**config.mk**
```make
export PLATFORM = sky130hd
export DESIGN_NAME = itf_transient_stage
export DESIGN_NICKNAME = d
export VERILOG_FILES = /design/src/itf_pkg.sv /design/src/itf_rec_if.sv /design/src/itf_fault_log.sv /design/src/itf_transient_stage.sv
export VERILOG_INCLUDE_DIRS = /design/src
export SDC_FILE = /design/constraint.sdc
export NUM_CORES = 2
export LEC_CHECK = 0
export ABC_AREA = 1
export BUFFER_PORTS_ARGS = -buffer_cell sky130_fd_sc_hd__buf_2
export CAP_MARGIN = 10
export CORE_ASPECT_RATIO = 1.5
export CORE_MARGIN = 3
export CORE_UTILIZATION = 64
export CTS_BUF_LIST = sky130_fd_sc_hd__clkbuf_16
export DETAILED_ROUTE_END_ITERATION = 6
export PLACE_DENSITY = 0.81
export SLEW_MARGIN = 10
export SYNTH_ARGS = -nofsm -noshare
export SYNTH_HDL_FRONTEND = slang
export SYNTH_SLANG_ARGS = --single-unit
```
**constraint.sdc**
```tcl
create_clock -name pclk -period 115.9 [get_ports pclk]
set_input_delay 11.59 -clock pclk [delete_from_list [all_inputs] [get_ports pclk]]
set_output_delay 11.59 -clock pclk [all_outputs]
set_load 0.01 [all_outputs]
```
**src/itf_defines.svh**
```systemverilog
//Contract
// sample current and voltage 32 per cycle
// fixed current pickup, direction from sign
// detect pulses wider than fifth of interval
// one fault starts stage, adds 20 ms
// fault within intermittent time keeps delay count
// isolated fault releasing early never trips
// trip needs peaks, full delay, intermittent alive
// peaks 1-20, delay 0.04-300 s, intermittent 0-300 s
// reset delay 0.06-300 s holds trip
// delay timing starts at first peak
// full delay, too few peaks: release on expiry
// last peak after full delay trips at once
// intermittent expiry before full delay releases
// reject delay below peaks times 10 ms
// steady sine trips only above fundamental peak
// stage only with direct residual voltage
// block input stops the stage; ignored once tripped, trip held
// start output may block other stages
// keep eight latest fault records
// force flag clears after five minutes
// two setting groups, selectable source
// millisecond timebase from sampling tick
// state is idle, blocked, started or tripped
`ifndef ITF_DEFINES_SVH
`define ITF_DEFINES_SVH
`define ITF_SAMPLES_PER_CYCLE 32
`define ITF_SAMPLE_US_50 11'd625
`define ITF_SAMPLE_US_60 11'd520
`define ITF_US_PER_MS 11'd1000
`define ITF_PICKUP 16'h0400
`define ITF_FAULT_STEP_MS 19'd20
`define ITF_PEAK_GAP_MS 32'd10
`define ITF_PEAKS_MIN 32'd1
`define ITF_PEAKS_MAX 32'd20
`define ITF_OPDLY_MIN 32'd40
`define ITF_RSTDLY_MIN 32'd60
`define ITF_TIME_MAX 32'd300000
`define ITF_PCT_FULL 26'd100
`define ITF_FORCE_TIMEOUT_S 300
`define ITF_MS_PER_S 1000
`define ITF_C_EN 0
`define ITF_C_U0D 1
`define ITF_C_FORCE 2
`define ITF_C_GSRC 3
`define ITF_C_GMAN 4
`define ITF_C_F60 5
`define ITF_C_FSTART 6
`define ITF_C_FTRIP 7
`define ITF_CTRL_RST 8'h03
`define ITF_PEAKS_RST 5'd2
`define ITF_OPDLY_RST 19'd160
`define ITF_INTRMT_RST 19'd200
`define ITF_RSTDLY_RST 19'd60
`define ITF_A_CTRL 8'h00
`define ITF_A_STATUS 8'h04
`define ITF_A_U0PICK 8'h08
`define ITF_A_DELAY 8'h0C
`define ITF_A_RSEL 8'h10
`define ITF_A_RDATE 8'h14
`define ITF_A_RTIME 8'h18
`define ITF_A_RFLT 8'h1C
`define ITF_A_RINFO 8'h20
`define ITF_A_GRP 3'h2
`define ITF_G_PEAKS 2'h0
`define ITF_G_OPDLY 2'h1
`define ITF_G_INTRMT 2'h2
`define ITF_G_RSTDLY 2'h3
`endif

```
**src/itf_pkg.sv**
```systemverilog
package itf_pkg;
   typedef enum logic [3:0] {
      ITF_IDLE = 4'h1,
      ITF_BLOCKED = 4'h2,
      ITF_STARTED = 4'h4,
      ITF_TRIPPED = 4'h8
   } itf_state_t;
   typedef struct packed {
      logic [31:0] date;
      logic [31:0] tod;
      logic [15:0] flt;
      logic [15:0] u0;
      logic [7:0] pct;
      logic grp;
   } itf_rec_t;
endpackage

```
**src/itf_rec_if.sv**
```systemverilog
interface itf_rec_if;
   logic we;
   itf_pkg::itf_rec_t wdata;
   logic [2:0] rsel;
   itf_pkg::itf_rec_t rdata;
   logic rvalid;
   modport stage(output we, output wdata, output rsel, input rdata, input rvalid);
   modport log(input we, input wdata, input rsel, output rdata, output rvalid);
endinterface

```
**src/itf_fault_log.sv**
```systemverilog
module itf_fault_log #(
   parameter int DEPTH = 8
) (
   input wire logic pclk,
   input wire logic presetn,
   itf_rec_if.log rec
);
   localparam int AW = $clog2(DEPTH);
   typedef struct packed {
      logic [AW-1:0] wptr;
      logic [AW:0] cnt;
   } itf_log_t;
   itf_log_t s;
   itf_log_t next_s;
   itf_pkg::itf_rec_t mem [DEPTH];
   logic [AW-1:0] ridx;

   if (DEPTH != 8) begin : g_chk
      $error("fault log depth must be 8");
   end

   // ring pointer and fill count
   always_comb begin
      next_s = s;
      if (rec.we) begin
         next_s.wptr = AW'(s.wptr + 1'b1);
         if (s.cnt != (AW+1)'(DEPTH)) begin
            next_s.cnt = (AW+1)'(s.cnt + 1'b1);
         end
      end
   end

   always_ff @(posedge pclk or negedge presetn) begin
      if (!presetn) begin
         s <= '0;
      end else begin
         s <= next_s;
      end
   end

   // record storage, oldest overwritten
   always_ff @(posedge pclk) begin
      if (rec.we) begin
         mem[s.wptr] <= rec.wdata;
      end
   end

   // index 0 is the newest record
   assign ridx = AW'(s.wptr - 1'b1 - rec.rsel);
   assign rec.rdata = mem[ridx];
   assign rec.rvalid = ({1'b0, rec.rsel} < s.cnt);
endmodule

```
**src/itf_transient_stage.sv**
```systemverilog
// The APB register port and the address map were left to the implementer.
`include "itf_defines.svh"
module itf_transient_stage #(
   parameter int SW = 16,
   parameter int FORCE_MS = `ITF_FORCE_TIMEOUT_S * `ITF_MS_PER_S
) (
   input wire logic pclk,
   input wire logic presetn,
   input wire logic [7:0] paddr,
   input wire logic psel,
   input wire logic penable,
   input wire logic pwrite,
   input wire logic [31:0] pwdata,
   output logic pready,
   output logic [31:0] prdata,
   output logic pslverr,
   input wire logic sample_valid,
   input wire logic signed [SW-1:0] residual_current,
   input wire logic signed [SW-1:0] residual_voltage,
   input wire logic [SW-1:0] fund_peak,
   input wire logic stage_block,
   input wire logic group_di,
   input wire logic [31:0] rtc_date,
   input wire logic [31:0] rtc_time,
   output logic stage_start,
   output logic stage_trip,
   output logic [3:0] stage_state
);
   typedef struct packed {
      logic [7:0] ctrl;
      logic [SW-1:0] u0_pick;
      logic [1:0][4:0] peaks;
      logic [1:0][18:0] opdly;
      logic [1:0][18:0] intrmt;
      logic [1:0][18:0] rstdly;
      itf_pkg::itf_state_t state;
      logic [10:0] us_acc;
      logic armed;
      logic [4:0] pcnt;
      logic [18:0] dly;
      logic [18:0] gap;
      logic [18:0] rst;
      logic [18:0] fms;
      logic [15:0] max_i;
      logic [15:0] max_u;
      logic err;
      logic [2:0] rsel;
      logic [31:0] prdata;
      logic di1;
      logic di2;
      logic start;
      logic trip;
   } itf_st_t;

   localparam itf_st_t ST_RST = '{
      ctrl: `ITF_CTRL_RST,
      peaks: {2{`ITF_PEAKS_RST}},
      opdly: {2{`ITF_OPDLY_RST}},
      intrmt: {2{`ITF_INTRMT_RST}},
      rstdly: {2{`ITF_RSTDLY_RST}},
      state: itf_pkg::ITF_IDLE,
      armed: 1'b1,
      default: '0
   };

   itf_st_t s;
   itf_st_t next_s;
   itf_rec_if rec ();
   logic g;
   logic en;
   logic tick;
   logic hit;
   logic pk;
   logic wr;
   logic ok;
   logic expd;
   logic rel;
   logic [10:0] acc;
   logic [SW-1:0] im;
   logic [SW-1:0] um;
   logic [19:0] dsum;
   logic [25:0] quo;

   if (SW < 8 || SW > 16) begin : g_chk_sw
      $error("sample width must be 8 to 16");
   end
   if (FORCE_MS < 1 || FORCE_MS >= (1 << 19)) begin : g_chk_force
      $error("force timeout out of range");
   end

   function automatic logic [SW-1:0] mag(input logic signed [SW-1:0] v);
      mag = v[SW-1] ? SW'(-v) : SW'(v);
   endfunction

   function automatic logic is_grp(input logic [7:0] a);
      is_grp = (a[7:5] == `ITF_A_GRP);
   endfunction

   function automatic logic mapped(input logic [7:0] a);
      mapped = (a[1:0] == 2'h0) && (a <= `ITF_A_RINFO || is_grp(a));
   endfunction

   // next-state logic for timebase, detection, stage and bus
   always_comb begin
      next_s = s;
      rec.we = 1'b0;
      rel = 1'b0;
      ok = 1'b0;
      next_s.di1 = group_di;
      next_s.di2 = s.di1;
      g = s.ctrl[`ITF_C_GSRC] ? s.di2 : s.ctrl[`ITF_C_GMAN];
      en = s.ctrl[`ITF_C_EN] & s.ctrl[`ITF_C_U0D];
      // 1 ms tick from the sample rate, 32 samples per cycle
      acc = s.us_acc;
      tick = 1'b0;
      if (sample_valid) begin
         acc = s.us_acc + (s.ctrl[`ITF_C_F60] ? `ITF_SAMPLE_US_60 : `ITF_SAMPLE_US_50);
         if (acc >= `ITF_US_PER_MS) begin
            acc = acc - `ITF_US_PER_MS;
            tick = 1'b1;
         end
      end
      next_s.us_acc = acc;
      // one sample above fixed pickup counts, sign decides
      im = mag(residual_current);
      um = mag(residual_voltage);
      hit = sample_valid && (16'(im) > `ITF_PICKUP)
         && (im > fund_peak)
         && (um >= s.u0_pick)
         && (residual_current[SW-1] != residual_voltage[SW-1]);
      if (sample_valid) begin
         next_s.armed = ~hit;
      end
      pk = hit & s.armed;
      expd = (s.gap > s.intrmt[g]);
      dsum = {1'b0, s.dly};
      // stage sequence
      case (s.state)
         itf_pkg::ITF_IDLE: begin
            if (en && stage_block) begin
               next_s.state = itf_pkg::ITF_BLOCKED;
            end else if (en && pk) begin
               next_s.state = itf_pkg::ITF_STARTED;
               next_s.pcnt = 5'd1;
               next_s.dly = `ITF_FAULT_STEP_MS;
               next_s.gap = '0;
               next_s.max_i = 16'(im);
               next_s.max_u = 16'(um);
            end
         end
         itf_pkg::ITF_BLOCKED: begin
            if (!stage_block || !en) begin
               next_s.state = itf_pkg::ITF_IDLE;
            end
         end
         itf_pkg::ITF_STARTED: begin
            if (tick) begin
               next_s.gap = 19'(s.gap + 1'b1);
               dsum = 20'(dsum + 1'b1);
            end
            if (pk) begin
               // at least 20 ms per fault since the previous one
               if (s.gap < `ITF_FAULT_STEP_MS) begin
                  dsum = 20'(dsum + (`ITF_FAULT_STEP_MS - s.gap));
               end
               next_s.gap = '0;
               if (s.pcnt != 5'h1F) begin
                  next_s.pcnt = 5'(s.pcnt + 1'b1);
               end
               if (16'(im) > s.max_i) begin
                  next_s.max_i = 16'(im);
               end
               if (16'(um) > s.max_u) begin
                  next_s.max_u = 16'(um);
               end
            end
            if (dsum > {1'b0, s.opdly[g]}) begin
               dsum = {1'b0, s.opdly[g]};
            end
            next_s.dly = dsum[18:0];
            if (!en || stage_block) begin
               next_s.state = en ? itf_pkg::ITF_BLOCKED : itf_pkg::ITF_IDLE;
               rel = 1'b1;
            end else if (next_s.pcnt >= s.peaks[g]
                  && next_s.dly >= s.opdly[g]
                  && (pk || !expd)) begin
               next_s.state = itf_pkg::ITF_TRIPPED;
               next_s.rst = '0;
            end else if (expd) begin
               next_s.state = itf_pkg::ITF_IDLE;
               rel = 1'b1;
            end
         end
         itf_pkg::ITF_TRIPPED: begin
            // trip held for the reset delay once the intermittent time has expired after the last fault
            if (pk) begin
               next_s.gap = '0;
               next_s.rst = '0;
            end else if (tick) begin
               if (!expd) begin
                  next_s.gap = 19'(s.gap + 1'b1);
               end else begin
                  next_s.rst = 19'(s.rst + 1'b1);
               end
            end
            if (!en || (expd && s.rst >= s.rstdly[g])) begin
               next_s.state = itf_pkg::ITF_IDLE;
               rel = 1'b1;
            end
         end
         default: begin
            next_s.state = itf_pkg::ITF_IDLE;
         end
      endcase
      if (next_s.state != itf_pkg::ITF_STARTED && next_s.state != itf_pkg::ITF_TRIPPED) begin
         next_s.pcnt = '0;
         next_s.dly = '0;
         next_s.gap = '0;
         next_s.rst = '0;
      end
      // fault record at release, percent of operation delay
      quo = ({7'h0, s.dly} * `ITF_PCT_FULL) / {7'h0, s.opdly[g]};
      if (s.state == itf_pkg::ITF_TRIPPED || quo > `ITF_PCT_FULL) begin
         quo = `ITF_PCT_FULL;
      end
      rec.we = rel;
      rec.wdata = '{date: rtc_date, tod: rtc_time, flt: s.max_i, u0: s.max_u,
         pct: quo[7:0], grp: g};
      // force flag drops itself after the timeout
      if (s.ctrl[`ITF_C_FORCE]) begin
         if (tick) begin
            next_s.fms = 19'(s.fms + 1'b1);
         end
         if (s.fms >= 19'(FORCE_MS)) begin
            next_s.ctrl[`ITF_C_FORCE] = 1'b0;
            next_s.ctrl[`ITF_C_FSTART] = 1'b0;
            next_s.ctrl[`ITF_C_FTRIP] = 1'b0;
            next_s.fms = '0;
         end
      end else begin
         next_s.fms = '0;
      end
      // apb writes take effect in the access phase
      wr = psel & penable & pwrite & mapped(paddr);
      if (wr) begin
         case (paddr)
            `ITF_A_CTRL: begin
               next_s.ctrl = pwdata[7:0];
               next_s.fms = '0;
            end
            `ITF_A_STATUS: begin
               next_s.err = 1'b0;
            end
            `ITF_A_U0PICK: begin
               next_s.u0_pick = pwdata[SW-1:0];
            end
            `ITF_A_RSEL: begin
               next_s.rsel = pwdata[2:0];
            end
            default: begin
               if (is_grp(paddr)) begin
                  case (paddr[3:2])
                     `ITF_G_PEAKS: begin
                        ok = pwdata >= `ITF_PEAKS_MIN && pwdata <= `ITF_PEAKS_MAX
                           && {13'h0, s.opdly[paddr[4]]} >= pwdata * `ITF_PEAK_GAP_MS;
                        if (ok) begin
                           next_s.peaks[paddr[4]] = pwdata[4:0];
                        end
                     end
                     `ITF_G_OPDLY: begin
                        ok = pwdata >= `ITF_OPDLY_MIN && pwdata <= `ITF_TIME_MAX
                           && pwdata >= {27'h0, s.peaks[paddr[4]]} * `ITF_PEAK_GAP_MS;
                        if (ok) begin
                           next_s.opdly[paddr[4]] = pwdata[18:0];
                        end
                     end
                     `ITF_G_INTRMT: begin
                        ok = pwdata <= `ITF_TIME_MAX;
                        if (ok) begin
                           next_s.intrmt[paddr[4]] = pwdata[18:0];
                        end
                     end
                     default: begin
                        ok = pwdata >= `ITF_RSTDLY_MIN && pwdata <= `ITF_TIME_MAX;
                        if (ok) begin
                           next_s.rstdly[paddr[4]] = pwdata[18:0];
                        end
                     end
                  endcase
                  if (!ok) begin
                     next_s.err = 1'b1;
                  end
               end
            end
         endcase
      end
      // read data captured in the setup phase
      if (psel && !penable) begin
         case (paddr)
            `ITF_A_CTRL: next_s.prdata = {24'h0, s.ctrl};
            `ITF_A_STATUS: next_s.prdata = {21'h0, s.pcnt, g, s.err, s.state};
            `ITF_A_U0PICK: next_s.prdata = 32'(s.u0_pick);
            `ITF_A_DELAY: next_s.prdata = {13'h0, s.dly};
            `ITF_A_RSEL: next_s.prdata = {29'h0, s.rsel};
            `ITF_A_RDATE: next_s.prdata = rec.rdata.date;
            `ITF_A_RTIME: next_s.prdata = rec.rdata.tod;
            `ITF_A_RFLT: next_s.prdata = {rec.rdata.u0, rec.rdata.flt};
            `ITF_A_RINFO: next_s.prdata = {22'h0, rec.rvalid, rec.rdata.grp, rec.rdata.pct};
            default: begin
               next_s.prdata = '0;
               if (is_grp(paddr)) begin
                  case (paddr[3:2])
                     `ITF_G_PEAKS: next_s.prdata = {27'h0, s.peaks[paddr[4]]};
                     `ITF_G_OPDLY: next_s.prdata = {13'h0, s.opdly[paddr[4]]};
                     `ITF_G_INTRMT: next_s.prdata = {13'h0, s.intrmt[paddr[4]]};
                     default: next_s.prdata = {13'h0, s.rstdly[paddr[4]]};
                  endcase
               end
            end
         endcase
      end
      // registered stage outputs, forcing only with the flag on
      next_s.start = next_s.state == itf_pkg::ITF_STARTED
         || next_s.state == itf_pkg::ITF_TRIPPED
         || (next_s.ctrl[`ITF_C_FORCE] && next_s.ctrl[`ITF_C_FSTART]);
      next_s.trip = next_s.state == itf_pkg::ITF_TRIPPED
         || (next_s.ctrl[`ITF_C_FORCE] && next_s.ctrl[`ITF_C_FTRIP]);
   end

   always_ff @(posedge pclk or negedge presetn) begin
      if (!presetn) begin
         s <= ST_RST;
      end else begin
         s <= next_s;
      end
   end

   itf_fault_log #(.DEPTH(8)) u_log (
      .pclk(pclk),
      .presetn(presetn),
      .rec(rec.log)
   );

   // bus answers and stage outputs
   assign rec.rsel = s.rsel;
   assign pready = 1'b1;
   assign pslverr = psel & penable & ~mapped(paddr);
   assign prdata = s.prdata;
   assign stage_start = s.start;
   assign stage_trip = s.trip;
   assign stage_state = s.state;
endmodule

```
After elaboration in Yosys (flattened, before gate mapping):

Memories as Yosys holds them, arrays and structs flattened.
Index checks and enable logic that the tools add are counted.
Widths: inputs -> output; s select.

* ROM bits: 0
* word-level logic and storage cells: 291
* output and inout port bits: 40
* bits in registers: 324
* memories kept: 1
* bits in writable memories: 840
* bits in latches: 0

Memory list
* u_log.mem: words 8, bits a word 105, read ports 1, clocked after memory_dff 0, wr ports 1, RTL line itf_fault_log.sv:15 `itf_pkg::itf_rec_t mem [DEPTH];`

* $lt $le $gt $ge: 26
* divide/modulo/power cells: 1
* bitwise logic cells: 11
* reduce and logical (&&, ||, !) cells: 58
* equality and inequality tests: 36
* multiplexer cells: 110
* multiply operators: 3
* shift-type cells: 0
* $add $sub $neg: 15

Operator list (count)
* $mux 19: 27
* $mux 38: 8
* $pmux 32 s9: 1
* $mux 124: 2
* $mux 148: 1
* $bwmux 38: 3
* $pmux 19 s3: 2
* $mux 20: 5
* $mux 32: 3
* $mux 43: 2
* $mux 16: 5
* $ge 32x6->1 const B: 2
* $pmux 32 s2: 1
* $mux 62: 1
* $add 19x1->19 const B: 3
* $gt 16x16->1: 3
* $pmux 24 s2: 1
* $mux 5: 8
* $ge 19x19->1: 2
* $pmux 19 s2: 1
* $reduce_and 5->1: 7
* $eq 8x5->1 const B: 4
* $ge 19x32->1: 1
* $ge 32x1->1 const B: 1
* other kinds (77): 166

Depth between registers and ports, before layout:

* depth after elaboration: 24
* mapped depth: 482

Hierarchy:

Synthesis repeated with hierarchy kept, for this count alone.

* cell total of the unflattened synthesis: 10242
* area, all modules: 80435.9 um2

Modules (own cells, without submodules)
* itf_transient_stage: cells an instance 6533, area each 43474.2 um2, times used 1
* itf_fault_log: cells an instance 3709, area each 36961.7 um2, times used 1

Worst setup path before layout:

OpenSTA, ideal clock, no wires.

* kind: register -> register
* start: register s[137] (netlist name)
* end: memory u_log.mem[0][4] (netlist name), data pin
* arrival: 62.396 ns
* slack: 53.299 ns
* library setup time: 0.206 ns
* clock period less this slack: 62.601 ns
* stages on the path, launching flop included: 457
* cells stage by stage: dfrtp_1 > ha_1 > ha_1 > inv_1 > fa_1 > inv_1 > ha_1 > nand2_1 > inv_1 > nand2_1 > nand2_1 > inv_2 > nand2_1 > nand2_1 > nand2_1 > nand3_1 > nand2_1 > xor2_1 > [421 not listed] > nand2_2 > buf_6 > clkbuf_1 > o21ai_0 > inv_1 > ha_1 > a21oi_1 > nor2_1 > a211oi_1 > o221a_2 > nand2_1 > nand2_1 > nand2_1 > nand2_1 > nand3_1 > nand2_2 > nand2_1 > nor2_1

* word-level cells in the longest chain between the ends: 5

Ends and longest elaborated chain
* from (decl): RTL line itf_transient_stage.sv:66 `itf_st_t s;`
* from (signal assigned): RTL line itf_transient_stage.sv:334 `s <= next_s;`
* $mul 19x5->24 (no line) *
* $div 26x19->26 *: RTL line itf_transient_stage.sv:222 `` quo = ({7'h0, s.dly} * `ITF_PCT_FULL) / {7'h0, s.opdly[g]}; ``
* $gt 26x7->1 (no line)
* $logic_or 1x1->1 (no line)
* $mux 8 *: RTL line itf_transient_stage.sv:223 `` if (s.state == itf_pkg::ITF_TRIPPED || quo > `ITF_PCT_FULL) begin ``
* net quo[3]: RTL line itf_transient_stage.sv:82 `logic [25:0] quo;`
* to (decl): RTL line itf_fault_log.sv:15

The timed path passes the listed nets; every way through them passes the cells marked *.

Worst setup path after layout:

* start: register s[131] (netlist name)
* end: memory u_log.mem[1][4] (netlist name), data pin

Same word-level chain as after synthesis.

==> impl_metrics.tcl <==
set metrics [dict create \
    status "finished with violations" \
    violations "DRC" \
    synth.distinct_cells 72 \
    period_minus_slack_ps 73780 \
    placedInstanceArea_sq_um 77500 \
    clock_latency_ps 780 \
    tightest_slew_ps 1320 \
    synthCells 8641 \
    use_met2 0.643 \
    yosysWarnings 0 \
    overflow 0 \
    ant_nets 0 \
    grtUsageMet3 0.0919 \
    slowest_delay_ps 700 \
    path_class "flip-flop to flip-flop" \
    cts_tree "yes" \
    hold_ws_ps 452 \
    clkTransAtPathRegs_ps 70 \
    busiest_layer "met2" \
    hold_viol 0 \
    crit_path_frequent_cell "nand2_1" \
    synth_ff_type "edfxtp_1" \
    rows 153 \
    clk_path_buf_depth 3 \
    grt_pass1_wl_mm 359 \
    critPathCaptureType "flip-flop" \
    synth_edf_count 840 \
    async_flop_share 0.278 \
    vias 65329 \
    gp_congestion 1.16 \
    core_area_sq_um 116000 \
    grt_pass1_vias 63248 \
    drv_slew 0 \
    die_area_sq_um 122000 \
    maxCapViolCount 0 \
    setup_viol 0 \
    wirelength_mm 240 \
    fillers 8917 \
    cts_htree_levels 3 \
    gr-usage-met1 0.413 \
    pin_count 200 \
    setup_ws_ps 42120 \
    design_area_sq_um 81000 \
    path_buf_inv 69 \
    numCtsBuffers 103 \
    synth_top_cell_by_area "edfxtp_1" \
    slowest_stage "a21oi_2" \
    cts_setup_buffers 0 \
    ys_ff_latch 1164 \
    startpoint_type "flip-flop" \
    initial_core_util 0.646 \
    grt_max_degree 211 \
    avgSynthCellArea_sq_um 8.71 \
    dp_slack_ps 43140 \
    drive_gt1_frac 0.0737 \
    area_growth_pct 7.59 \
    drt_iter0_drc 6962 \
    dieWidth_um 286 \
    hp-class "flip-flop to flip-flop" \
    yosysSeqAreaShare 0.443 \
    period_share 0.637 \
    dpl.hpwl_mm 168 \
    synth_area_leaders "edfxtp_1, ha_1, dfrtp_1" \
    antenna_found_initial 32 \
    cts.sinks 1164 \
    synth_common_cells "nand2_1, o21ai_0, inv_1" \
    portBuffers 198 \
    die_h_um 426 \
    first_pass_iters 7 \
    vias_per_cell 6.31 \
    relSlewSlack 0.110 \
    cp_max_fo 39 \
    tns_ps 0 \
    synth_area_sq_um 75200 \
    ctsResizeCount 0 \
    netlist.area_leader.share 0.335 \
    synthMostInstantiatedCell "nand2_1" \
    critPathRequiredTime_ps 116340 \
    hold_buffers 0 \
    fin_skew_ps 102 \
    nNetsFinal 9540 \
    cts_root_buf "clkbuf_16" \
    rsz0062_at_grt "no" \
    max_freq_mhz 13.6 \
    drc 4 \
    cp_top_family "compound AO/OA/AOI/OAI gates" \
    cp.arrival_ps 74220 \
    gr-usage-all-layers 0.387 \
    wl_per_cell_um 23.2 \
]
-- layout by cell type, fill, tap and decap left out, types with 79 or more instances in the layout --
master / synthesis / routed
buf_4: 43 / 79
inv_1: 938 / 965
o221ai_1: 169 / 169
ha_1: 675 / 674
edfxtp_1: 840 / 840
a21oi_1: 494 / 494
dfrtp_1: 300 / 300
buf_2: 7 / 197
xnor2_1: 112 / 112
xor2_1: 215 / 215
nand4_1: 80 / 80
clkbuf_16: 0 / 103
o21ai_0: 1123 / 1121
nor2_1: 866 / 857
nand3_1: 296 / 296
nand2_1: 1448 / 1447
-- metal layers --
metal / up-vias / routed length (um)
met2: 3493 / 112000
li1: 30048 / -
met5: - / 41
met4: 6 / 24800
met1: 30739 / 79300
met3: 1043 / 23700
-- path summary, 6_finish.rpt --
path	startpoint	end	slack (ps)	depth (start not counted)
min in group asynchronous	presetn	rec.wdata[35]	10860	1
max in group asynchronous	presetn	s[94]	101930	4
worst min register to register	next_s[2]	s[2]	450	0
worst max-delay path	s[131]	u_log.mem[1][4]	42120	431
worst min-delay path	next_s[2]	s[2]	450	0
worst max register to register	s[131]	u_log.mem[1][4]	42120	431
-- logic make-up after synthesis --
kind of cell	count (synthesis)	share of synthesized area
AO/OA/AOI/OAI	2153	0.165
other	2	0.0000998
adder cells (fa/ha/maj)	694	0.117
XOR/XNOR	327	0.0381
AND/OR/NAND/NOR	2974	0.167
buffers and inverters	1317	0.0686
multiplexers	10	0.00133
flip-flops	1164	0.443
-- worst register-to-register path: cells and delay by family, from the launching register on --
family	cells	cell delay, ps
AO/OA/AOI/OAI	169	31590
flip-flops	1	470
buffers and inverters	69	9500
XOR/XNOR	1	170
adder cells (fa/ha/maj)	30	10220
AND/OR/NAND/NOR	162	21640
-- stage by stage --
stage	cells	utilization
4_1_cts	10325	0.695
5_1_grt	10339	0.695
2_1_floorplan	8648	-
6_report	10354	0.696
3_3_place_gp	10130	0.666
3_5_place_dp	10130	0.666
-- final cells by class --
cell class | count | area, sq um | share of cell area
clock inverters | 92 | 776 | 0.00958
well taps | 1550 | 1940 | 0.0240
flip-flops and latches | 1164 | 33400 | 0.412
clock buffers | 103 | 2580 | 0.0318
diodes | 28 | 70.1 | 0.000865
inverters | 967 | 3650 | 0.0451
multi-input cells | 6167 | 36900 | 0.455
repair buffers | 283 | 1710 | 0.0211
Power is not shown: default switching activity piles up to over one toggle a cycle in this logic, so the estimate is an artifact.
